===== src/zone_cmd_defs.svh =====
`ifndef ZONE_CMD_DEFS_SVH
`define ZONE_CMD_DEFS_SVH

// command opcodes
`define OPC_LOCK 8'h17
`define OPC_MAC 8'h08

// value written to a lock byte to lock its zone
`define LOCK_VALUE 8'h00

// one-byte status answers
`define STATUS_OK 8'h00
`define STATUS_MISCOMPARE 8'h01
`define STATUS_PARSE 8'h03
`define STATUS_EXEC 8'h0F

// zone sizes in bytes
`define CONFIG_BYTES 10'd88
`define DATA_BYTES 10'd512
`define OTP_BYTES 10'd64
`define DATA_OTP_BYTES 10'd576

// lock zone byte fields
`define ZONE_SEL_BIT 0
`define ZONE_FORCE_BIT 7

// mac mode byte fields
`define MODE_B_TK_BIT 0
`define MODE_A_TK_BIT 1
`define MODE_SRC_BIT 2
`define MODE_RSV3_BIT 3
`define MODE_OTP88_BIT 4
`define MODE_OTP64_BIT 5
`define MODE_SN48_BIT 6
`define MODE_RSV7_BIT 7

// mac message layout, byte positions
`define MSG_B_POS 7'd32
`define MSG_OPC_POS 7'd64
`define MSG_MODE_POS 7'd65
`define MSG_SLOT_LO_POS 7'd66
`define MSG_SLOT_HI_POS 7'd67
`define MSG_OTP_POS 7'd68
`define MSG_OTP_HI_POS 7'd76
`define MSG_SN8_POS 7'd79
`define MSG_SN47_POS 7'd80
`define MSG_SN01_POS 7'd84
`define MSG_SN23_POS 7'd86
`define MSG_LAST_POS 7'd87
`define DIGEST_LAST 6'd31

// crc-16 of the command packets
`define CRC_POLY 16'h8005
`define CRC_INIT 16'h0000

`endif


===== src/zone_cmd_pkg.sv =====
package zone_cmd_pkg;

  typedef enum logic [2:0] {
    RG_CONFIG = 3'h0,
    RG_DATA = 3'h1,
    RG_OTP = 3'h2,
    RG_TEMPKEY = 3'h3,
    RG_CHALLENGE = 3'h4,
    RG_SERIAL = 3'h5
  } mem_region_t;

  typedef enum logic [3:0] {
    ST_IDLE = 4'h0,
    ST_CHECK = 4'h1,
    ST_CRC_ADDR = 4'h3,
    ST_CRC_DATA = 4'h2,
    ST_LOCK_CMP = 4'h6,
    ST_LOCK_WRITE = 4'h7,
    ST_RESPOND = 4'h5,
    ST_MSG_ADDR = 4'hC,
    ST_MSG_DATA = 4'hD,
    ST_MSG_PUSH = 4'hF,
    ST_DIGEST = 4'hE
  } state_t;

  typedef struct packed {
    logic [7:0] opcode;
    logic [7:0] param1;
    logic [15:0] param2;
  } cmd_t;

  typedef struct packed {
    logic rd;
    mem_region_t region;
    logic [9:0] addr;
  } mem_req_t;

  typedef struct packed {
    logic from_mem;
    mem_region_t region;
    logic [9:0] addr;
    logic [7:0] value;
  } byte_src_t;

endpackage


===== src/crc16_unit.sv =====
`timescale 1ns/10ps
`include "zone_cmd_defs.svh"

module crc16_unit (
  // clock and reset
  input wire logic clk_i,
  input wire logic rst_i,
  // byte feed
  input wire logic clr_i,
  input wire logic en_i,
  input wire logic [7:0] byte_i,
  // running sum
  output logic [15:0] crc_o
);

  // bits enter lsb first, the same way the packet crc is formed
  function automatic logic [15:0] crc_step(input logic [15:0] c, input logic [7:0] d);
    logic [15:0] r;
    logic fb;
    r = c;
    for (int i = 0; i < 8; i++) begin
      fb = d[i] ^ r[15];
      r = {r[14:0], 1'b0};
      if (fb) begin
        r = r ^ `CRC_POLY;
      end
    end
    return r;
  endfunction

  always_ff @(posedge clk_i) begin
    if (rst_i || clr_i) begin
      crc_o <= `CRC_INIT;
    end else if (en_i) begin
      crc_o <= crc_step(crc_o, byte_i);
    end
  end

endmodule


===== src/msg_byte_select.sv =====
`timescale 1ns/10ps
`include "zone_cmd_defs.svh"

module msg_byte_select
  import zone_cmd_pkg::*;
(
  // message position and command
  input wire logic [6:0] idx_i,
  input wire cmd_t cmd_i,
  // where the byte comes from
  output byte_src_t src_o
);

  function automatic logic [9:0] rel(input logic [6:0] i, input logic [6:0] base);
    logic [6:0] d;
    d = i - base;
    return {3'b000, d};
  endfunction

  logic [7:0] mode;
  logic otp_lo_on;
  logic otp_hi_on;
  logic sn_on;

  assign mode = cmd_i.param1;
  assign otp_hi_on = mode[`MODE_OTP88_BIT];
  assign otp_lo_on = mode[`MODE_OTP88_BIT] | mode[`MODE_OTP64_BIT];
  assign sn_on = mode[`MODE_SN48_BIT];

  always_comb begin
    src_o = '{from_mem: 1'b1, region: RG_SERIAL, addr: 10'h000, value: 8'h00};
    if (idx_i < `MSG_B_POS) begin
      src_o.region = mode[`MODE_A_TK_BIT] ? RG_TEMPKEY : RG_DATA;
      src_o.addr = mode[`MODE_A_TK_BIT] ? rel(idx_i, 7'd0)
                                        : {1'b0, cmd_i.param2[3:0], idx_i[4:0]};
    end else if (idx_i < `MSG_OPC_POS) begin
      src_o.region = mode[`MODE_B_TK_BIT] ? RG_TEMPKEY : RG_CHALLENGE;
      src_o.addr = rel(idx_i, `MSG_B_POS);
    end else if (idx_i < `MSG_OTP_POS) begin
      src_o.from_mem = 1'b0;
      case (idx_i)
        `MSG_OPC_POS: src_o.value = cmd_i.opcode;
        `MSG_MODE_POS: src_o.value = mode;
        `MSG_SLOT_LO_POS: src_o.value = cmd_i.param2[7:0];
        default: src_o.value = cmd_i.param2[15:8];
      endcase
    end else if (idx_i < `MSG_OTP_HI_POS) begin
      src_o.from_mem = otp_lo_on;
      src_o.region = RG_OTP;
      src_o.addr = rel(idx_i, `MSG_OTP_POS);
    end else if (idx_i < `MSG_SN8_POS) begin
      src_o.from_mem = otp_hi_on;
      src_o.region = RG_OTP;
      src_o.addr = rel(idx_i, `MSG_OTP_POS);
    end else if (idx_i == `MSG_SN8_POS) begin
      src_o.addr = 10'h008;
    end else if (idx_i < `MSG_SN01_POS) begin
      src_o.from_mem = sn_on;
      src_o.addr = rel(idx_i, 7'd76);
    end else if (idx_i < `MSG_SN23_POS) begin
      src_o.addr = rel(idx_i, `MSG_SN01_POS);
    end else begin
      src_o.from_mem = sn_on;
      src_o.addr = rel(idx_i, 7'd84);
    end
  end

endmodule


===== src/zone_cmd_engine.sv =====
`timescale 1ns/10ps
`include "zone_cmd_defs.svh"

// Summary of operation
// - a successful lock writes 0x00 into the chosen zone's lock byte
// - a lock aimed at an already locked zone fails with an error
// - the zone summary is the packet crc-16 run over the zone bytes
// - the configuration zone summary covers all 88 bytes
// - data and otp summary feeds data zone bytes, then otp bytes
// - a summary mismatch returns an error and leaves the zone unlocked
// - lock opcode 0x17, zone bit 0 picks zone, bits 1-6 must be zero
// - zone bit 7 skips the summary check and locks anyway
// - a successful lock answers with one zero byte
// - mac opcode 0x08 uses slot bits 3:0, hashes all 16 slot bits
// - mac challenge is 32 bytes or absent, unused when mode bit 0 set
// - mac hashes the fixed 88-byte layout and returns a 32-byte digest
// - mode bit 6 includes six serial bytes, otherwise zeros there
// - mode bit 5 alone includes otp 0-7; with neither bit all zeros
// - mode bit 4 includes otp bytes 0-10, bit 5 then ignored
// - with mode bit 0 or 1 set, mode bit 2 must match source flag
// - mode bit 1 picks key slot or temporary digest for bytes 0-31
// - mode bit 0 picks challenge or temporary digest for bytes 32-63
// - a nonce marks the temporary digest valid and records its source
module zone_cmd_engine
  import zone_cmd_pkg::*;
(
  // clock and reset
  input wire logic SYS_CLK_I,
  input wire logic RST_I,
  // command
  input wire logic CMD_VALID_I,
  input wire cmd_t CMD_I,
  output logic BUSY_O,
  // lock bytes
  input wire logic CONFIG_LOCKED_I,
  input wire logic DATA_LOCKED_I,
  output logic LOCK_WR_O,
  output logic LOCK_ZONE_O,
  output logic [7:0] LOCK_VALUE_O,
  // temporary digest state
  input wire logic NONCE_DONE_I,
  input wire logic NONCE_PASSTHRU_I,
  output logic TEMPKEY_VALID_O,
  output logic DIGEST_SOURCE_FLAG_O,
  // memory read
  output mem_req_t MEM_REQ_O,
  input wire logic [7:0] MEM_RDATA_I,
  // hash engine
  output logic SHA_VALID_O,
  output logic [7:0] SHA_BYTE_O,
  output logic SHA_LAST_O,
  input wire logic SHA_READY_I,
  input wire logic DIGEST_VALID_I,
  input wire logic [7:0] DIGEST_BYTE_I,
  output logic DIGEST_TAKE_O,
  // response
  output logic RSP_VALID_O,
  output logic [7:0] RSP_BYTE_O,
  output logic RSP_LAST_O,
  input wire logic RSP_READY_I
);
  ////////////////////////////////////////////////////////////////////////////
  state_t state_r;
  cmd_t cmd_r;
  logic [9:0] crc_idx_r;
  logic [6:0] msg_idx_r;
  logic [5:0] dig_cnt_r;
  logic [15:0] crc_val;
  logic [9:0] crc_end;
  logic is_lock;
  logic is_mac;
  logic zone_data;
  logic zone_locked;
  logic rsp_free;
  logic check_fail;
  logic [7:0] check_code;
  state_t check_next;
  byte_src_t src;
  function automatic mem_req_t crc_fetch(input logic [9:0] idx, input logic dz);
    mem_req_t r;
    r = '{rd: 1'b1, region: RG_CONFIG, addr: idx};
    if (dz && idx < `DATA_BYTES) begin
      r.region = RG_DATA;
    end else if (dz) begin
      r.region = RG_OTP;
      r.addr = idx - `DATA_BYTES;
    end
    return r;
  endfunction
  assign is_lock = cmd_r.opcode == `OPC_LOCK;
  assign is_mac = cmd_r.opcode == `OPC_MAC;
  assign zone_data = cmd_r.param1[`ZONE_SEL_BIT];
  assign zone_locked = zone_data ? DATA_LOCKED_I : CONFIG_LOCKED_I;
  assign rsp_free = !RSP_VALID_O || RSP_READY_I;
  assign crc_end = zone_data ? `DATA_OTP_BYTES - 10'd1 : `CONFIG_BYTES - 10'd1;

  ////////////////////////////////////////////////////////////////////////////
  // zone summary and message byte source
  crc16_unit u_crc (
    .clk_i(SYS_CLK_I),
    .rst_i(RST_I),
    .clr_i(state_r == ST_IDLE),
    .en_i(state_r == ST_CRC_DATA),
    .byte_i(MEM_RDATA_I),
    .crc_o(crc_val)
  );
  msg_byte_select u_sel (
    .idx_i(msg_idx_r),
    .cmd_i(cmd_r),
    .src_o(src)
  );

  ////////////////////////////////////////////////////////////////////////////
  // command screening
  always_comb begin
    check_fail = 1'b0;
    check_code = `STATUS_OK;
    check_next = ST_RESPOND;
    if (is_lock) begin
      if (|cmd_r.param1[6:1]) begin
        check_fail = 1'b1;
        check_code = `STATUS_PARSE;
      end else if (zone_locked) begin
        check_fail = 1'b1;
        check_code = `STATUS_EXEC;
      end else if (cmd_r.param1[`ZONE_FORCE_BIT]) begin
        check_next = ST_LOCK_WRITE;
      end else begin
        check_next = ST_CRC_ADDR;
      end
    end else if (is_mac) begin
      if (cmd_r.param1[`MODE_RSV7_BIT] || cmd_r.param1[`MODE_RSV3_BIT]) begin
        check_fail = 1'b1;
        check_code = `STATUS_PARSE;
      end else if ((cmd_r.param1[`MODE_B_TK_BIT] || cmd_r.param1[`MODE_A_TK_BIT]) &&
                   (!TEMPKEY_VALID_O ||
                    cmd_r.param1[`MODE_SRC_BIT] != DIGEST_SOURCE_FLAG_O)) begin
        check_fail = 1'b1;
        check_code = `STATUS_EXEC;
      end else begin
        check_next = ST_MSG_ADDR;
      end
    end else begin
      check_fail = 1'b1;
      check_code = `STATUS_PARSE;
    end
  end

  ////////////////////////////////////////////////////////////////////////////
  // temporary digest validity and source
  always_ff @(posedge SYS_CLK_I) begin
    if (RST_I) begin
      TEMPKEY_VALID_O <= 1'b0;
      DIGEST_SOURCE_FLAG_O <= 1'b0;
    end else if (NONCE_DONE_I) begin
      TEMPKEY_VALID_O <= 1'b1;
      DIGEST_SOURCE_FLAG_O <= NONCE_PASSTHRU_I;
    end
  end
  ////////////////////////////////////////////////////////////////////////////
  // sequencer
  always_ff @(posedge SYS_CLK_I) begin
    if (RST_I) begin
      state_r <= ST_IDLE;
      BUSY_O <= 1'b0;
      cmd_r <= '0;
      crc_idx_r <= 10'h000;
      msg_idx_r <= 7'h00;
      dig_cnt_r <= 6'h00;
      MEM_REQ_O <= '{rd: 1'b0, region: RG_CONFIG, addr: 10'h000};
      SHA_VALID_O <= 1'b0;
      SHA_BYTE_O <= 8'h00;
      SHA_LAST_O <= 1'b0;
      DIGEST_TAKE_O <= 1'b0;
      LOCK_WR_O <= 1'b0;
      LOCK_ZONE_O <= 1'b0;
      LOCK_VALUE_O <= `LOCK_VALUE;
      RSP_VALID_O <= 1'b0;
      RSP_BYTE_O <= 8'h00;
      RSP_LAST_O <= 1'b0;
    end else begin
      MEM_REQ_O.rd <= 1'b0;
      LOCK_WR_O <= 1'b0;
      DIGEST_TAKE_O <= 1'b0;
      if (RSP_VALID_O && RSP_READY_I) begin
        RSP_VALID_O <= 1'b0;
      end
      case (state_r)
        ST_IDLE: begin
          if (CMD_VALID_I) begin
            cmd_r <= CMD_I;
            BUSY_O <= 1'b1;
            state_r <= ST_CHECK;
          end
        end
        ST_CHECK: begin
          crc_idx_r <= 10'h000;
          msg_idx_r <= 7'h00;
          if (check_fail) begin
            RSP_VALID_O <= 1'b1;
            RSP_BYTE_O <= check_code;
            RSP_LAST_O <= 1'b1;
          end
          state_r <= check_next;
        end
        ST_CRC_ADDR: begin
          MEM_REQ_O <= crc_fetch(crc_idx_r, zone_data);
          state_r <= ST_CRC_DATA;
        end
        ST_CRC_DATA: begin
          if (crc_idx_r == crc_end) begin
            state_r <= ST_LOCK_CMP;
          end else begin
            crc_idx_r <= crc_idx_r + 10'd1;
            state_r <= ST_CRC_ADDR;
          end
        end
        ST_LOCK_CMP: begin
          if (crc_val == cmd_r.param2) begin
            state_r <= ST_LOCK_WRITE;
          end else begin
            RSP_VALID_O <= 1'b1;
            RSP_BYTE_O <= `STATUS_MISCOMPARE;
            RSP_LAST_O <= 1'b1;
            state_r <= ST_RESPOND;
          end
        end
        ST_LOCK_WRITE: begin
          LOCK_WR_O <= 1'b1;
          LOCK_ZONE_O <= zone_data;
          LOCK_VALUE_O <= `LOCK_VALUE;
          RSP_VALID_O <= 1'b1;
          RSP_BYTE_O <= `STATUS_OK;
          RSP_LAST_O <= 1'b1;
          state_r <= ST_RESPOND;
        end
        ST_MSG_ADDR: begin
          SHA_LAST_O <= msg_idx_r == `MSG_LAST_POS;
          if (src.from_mem) begin
            MEM_REQ_O <= '{rd: 1'b1, region: src.region, addr: src.addr};
            state_r <= ST_MSG_DATA;
          end else begin
            SHA_VALID_O <= 1'b1;
            SHA_BYTE_O <= src.value;
            state_r <= ST_MSG_PUSH;
          end
        end
        ST_MSG_DATA: begin
          SHA_VALID_O <= 1'b1;
          SHA_BYTE_O <= MEM_RDATA_I;
          state_r <= ST_MSG_PUSH;
        end
        ST_MSG_PUSH: begin
          if (SHA_READY_I) begin
            SHA_VALID_O <= 1'b0;
            dig_cnt_r <= 6'h00;
            msg_idx_r <= msg_idx_r + 7'd1;
            state_r <= SHA_LAST_O ? ST_DIGEST : ST_MSG_ADDR;
          end
        end
        ST_DIGEST: begin
          if (DIGEST_VALID_I && !DIGEST_TAKE_O && rsp_free) begin
            DIGEST_TAKE_O <= 1'b1;
            RSP_VALID_O <= 1'b1;
            RSP_BYTE_O <= DIGEST_BYTE_I;
            RSP_LAST_O <= dig_cnt_r == `DIGEST_LAST;
            dig_cnt_r <= dig_cnt_r + 6'd1;
            if (dig_cnt_r == `DIGEST_LAST) begin
              state_r <= ST_RESPOND;
            end
          end
        end
        ST_RESPOND: begin
          if (RSP_VALID_O && RSP_READY_I && RSP_LAST_O) begin
            state_r <= ST_IDLE;
            BUSY_O <= 1'b0;
          end
        end
        default: begin
          state_r <= ST_IDLE;
        end
      endcase
    end
  end
endmodule


===== config.mk =====
export PLATFORM = sky130hd
export DESIGN_NAME = zone_cmd_engine
export DESIGN_NICKNAME = d
export VERILOG_FILES = /design/src/zone_cmd_pkg.sv /design/src/crc16_unit.sv /design/src/msg_byte_select.sv /design/src/zone_cmd_engine.sv
export VERILOG_INCLUDE_DIRS = /design/src
export SDC_FILE = /design/constraint.sdc
export NUM_CORES = 1
export LEC_CHECK = 0
export ABC_AREA = 1
export BUFFER_PORTS_ARGS = -buffer_cell sky130_fd_sc_hd__buf_2
export CORE_ASPECT_RATIO = 1.4
export CORE_MARGIN = 2
export CORE_UTILIZATION = 35
export DETAILED_ROUTE_END_ITERATION = 6
export SLEW_MARGIN = 25
export SYNTH_ARGS = -nofsm -noshare
export SYNTH_HDL_FRONTEND = slang
export SYNTH_HIERARCHICAL = 1
export SYNTH_SLANG_ARGS = --single-unit

===== constraint.sdc =====
create_clock -name SYS_CLK_I -period 2.9 [get_ports SYS_CLK_I]
set_input_delay 0.58 -clock SYS_CLK_I [delete_from_list [all_inputs] [get_ports SYS_CLK_I]]
set_output_delay 0.58 -clock SYS_CLK_I [all_outputs]
set_load 0.02 [all_outputs]

==> summary.txt <==
Layout Cells excl Fill - 1411
die extent in x - 122 microns
Synth area leader - dfxtp_1
sequential area share after synthesis - 0.335
core box area - 0.0192 sq mm
reg2reg end - state_r[1]
final setup vio count - 0
Initial Utilization - 0.358
Period minus WS final - 2.39 ns
area grow syn2layout - 19.0%
post-route setup TNS - 0 ns
Int Power - 0.00334 W
I/O pins - 106
CP Buf/Inv Count - 2
Async SR Flop Fraction - 0
cell breakdown of the critical path - nor2_4 > nand2_1 > nand2_2 > nor2_4 > or2_2 > nand2_1 > a21oi_1 > inv_1 > o21ai_1 > nand2_1 > a21oi_1 > nand2_1 > inv_1 > nand2_1 > nand2_1 > a21oi_1
post-synth top area share - 0.335
Die Area - 0.0208 sq mm
Slew headroom - 0.450
CP arrival - 2.68 ns
Final Hold Violating Endpoints - 0
Post-synth EDFFs - 0
clk slew on worst S/H paths - 0.06 ns
Cell Area, Synth - 0.00687 sq mm
switching part of the total - 0.290
clk_lat worst skew - 0.42 ns
most used flip-flop cell after synthesis - dfxtp_1
synthesized area per cell - 6.50 sq um
Slew Limit Fails - 0
Setup crit start kind - register
CTS max path bufs - 2
Die Y - 170 microns
worst min path class - in2reg
synth warn - 6
Worst Hold Path EP - DIGEST_SOURCE_FLAG_O
via count - 6862
unrepaired setup endpoints after global routing - false
crit path capture type - register
Switch Pwr - 0.00137 W
final worst-path cycle share - 0.824
initial antenna violation count - 0
total clock sinks - 115
ANT nets after route - 0
DP Wirelength - 16.3 mm
Final nets - 1217
layout cells sized above 1 - 0.189
Setup WS post-layout - 0.511 ns
drc violations - 0
max-cap violations - 0
Synth area leaders - dfxtp_1 33%, nand2_1 14%, inv_1 7.3%, nor2_1 6.2%, a21oi_1 6.1%
pwr/cell area - 576 mW/mm^2
Flop pwr share - 0.376
routed wire length - 21.0 mm
clock share of power - 0.458
Post-CTS Setup Bufs - 0
FF+latch count, synth - 115
CP Data Required Time - 3.19 ns
worst-path fanout max - 11
status - finished, final reports clean
CTS tree - yes
DR pass1 iterations - 5
largest net degree at the start of global routing - 30
global-route wire length before repair - 33.1 mm
hold-fix buffers at CTS - 0
Clock Skews - 0.00673 ns
placed insts - 1379
Cells after Synth - 1057
r2r worst-path depth - 16
Hold Path Cell Cnt - 3
drt via density - 4.86
flop2flop setup slack - 0.51 ns
worst r2r src - msg_idx_r[4]
Initial DRC Count - 447
Clock Tree Root - clkbuf_16
Netlist cell types - 42
antenna diode count - 0
GR Overflow Total - 0
largest delay contributor family on the critical path - simple AND/OR/NAND/NOR gates
min-delay src - NONCE_PASSTHRU_I
H-Tree Depth - 4
slowest stage delay, CP - 0.59 ns
FMAX - 0.419 GHz
Final Wtd Congestion - 0.889
vias in the first global route - 6493
crit-path most repeated cell - nand2_1
Leakage - 3.83 nW
pre-CTS setup slack - 0.531 ns
DR WL/cell - 14.8 microns
Logic pwr share - 0.166
worst setup path class - reg2reg
Resized cells post-CTS - 0
CP max stage cell - dfxtp_1
IO buf count - 97
Worst Max-Slew Pin Slew - 0.822 ns
cts bufs inserted - 17
Total GRT Usage - 0.206
FP Rows - 60
Worst VDD drop - 0.391 mV
==> synth_stat cells, types with 5 or more instances <==
cell      number
nor2_2        10
nor2_4         7
o21ai_1       15
nand2_1      262
o21ai_0       45
dfxtp_1      115
inv_1        134
nand2_2       19
mux2_2         8
buf_4         10
xnor2_1        5
nor3_1        15
nand3_1       80
nand3_2        7
inv_2         17
nand4_1       11
a31oi_1       14
ha_1           9
nand2_4        7
nor2_1       113
buf_2         10
clkbuf_1      16
a21oi_1       84
xor2_1        18
==> worst max path at each step <==
stage | endpoint | start | depth (start not counted)
2_1_floorplan | SHA_BYTE_O[0] | msg_idx_r[3] | 13
3_3_place_gp | state_r[1] | msg_idx_r[4] | 16
3_5_place_dp | state_r[1] | msg_idx_r[4] | 16
4_1_cts | state_r[1] | msg_idx_r[4] | 16
5_1_grt | state_r[1] | msg_idx_r[4] | 16
6_report | state_r[1] | msg_idx_r[4] | 16
==> cell type report <==
cell class | instances | area (sq um)
inverter | 153 | 577
clock buffer | 23 | 478
fill | 2100 | 11000
sequential | 115 | 2300
tap | 248 | 310
clock inverter | 9 | 128
multi-input combinational | 757 | 3820
timing repair buffer | 106 | 566
==> flip-flops by register name (all words and copies together), names as in the netlist, 4 cells and up <==
signal	flops
cmd_r	32
msg_idx_r	7
crc_idx_r	10
SHA_BYTE_O	8
dig_cnt_r	6
state_r	4
RSP_BYTE_O	8
MEM_REQ_O	14
u_crc/crc_o	16
==> cells by family (layout without fill, tap and decap cells) <==
family | after synthesis | after routing | synth area share
AOI/OAI and AO/OA | 166 | 166 | 0.127
xor gates and xnor gates | 25 | 25 | 0.0357
adders and majority gates | 9 | 9 | 0.0164
buffers and inverters | 192 | 291 | 0.114
DFF | 115 | 115 | 0.335
muxes | 8 | 8 | 0.0131
other | 2 | 9 | 0.00109
and+or+nand+nor | 540 | 540 | 0.358
==> power by group through the flow <==
stage | registers (W) | logic, W | clock network [W]
final | 0.00177 | 0.000782 | 0.00216
after global routing | 0.00178 | 0.000882 | 0.00225
after CTS | 0.00177 | 0.000785 | 0.00219
after detailed placement | 0.00180 | 0.000782 | 0
after global placement | 0.00180 | 0.000777 | 0
after floorplan | 0.00181 | 0.000524 | 0
==> routing by layer <==
metal | up-vias | global-route usage | wire length (microns)
met5 | - | 0 | 0
met4 | 0 | 0.0745 | 465
met3 | 35 | 0.0397 | 979
met2 | 183 | 0.372 | 11000
met1 | 3104 | 0.238 | 8500
li1 | 3540 | - | -
==> layout by cell type, fill, tap and decap left out, types with 10 or more instances in the layout <==
cell / n
a21oi_1: 84
a31oi_1: 14
buf_2: 97
clkbuf_16: 17
dfxtp_1: 115
inv_1: 134
inv_2: 17
nand2_1: 262
nand2_2: 19
nand3_1: 80
nand4_1: 11
nor2_1: 113
nor2_2: 10
nor3_1: 15
o21ai_0: 45
o21ai_1: 15
xor2_1: 18
==> per-stage QoR <==
step	area [sq um]	utilization	power, W	hold WS, ns
detailed placement	7570	0.394	0.00259	0.441
floorplan	6900	-	0.00233	0.453
global route	8180	0.425	0.00492	0.411
CTS	8180	0.425	0.00474	0.384
finish	8180	0.425	0.00471	0.399
global placement	7570	0.394	0.00258	0.441
==> worst min-delay path: cells and delay by family <==
kind	cells	cell delay, ns
simple gates	1	0.07
compound gates	1	0.05
buf+inv	1	0.08
Power figures use the tool's default switching activity.
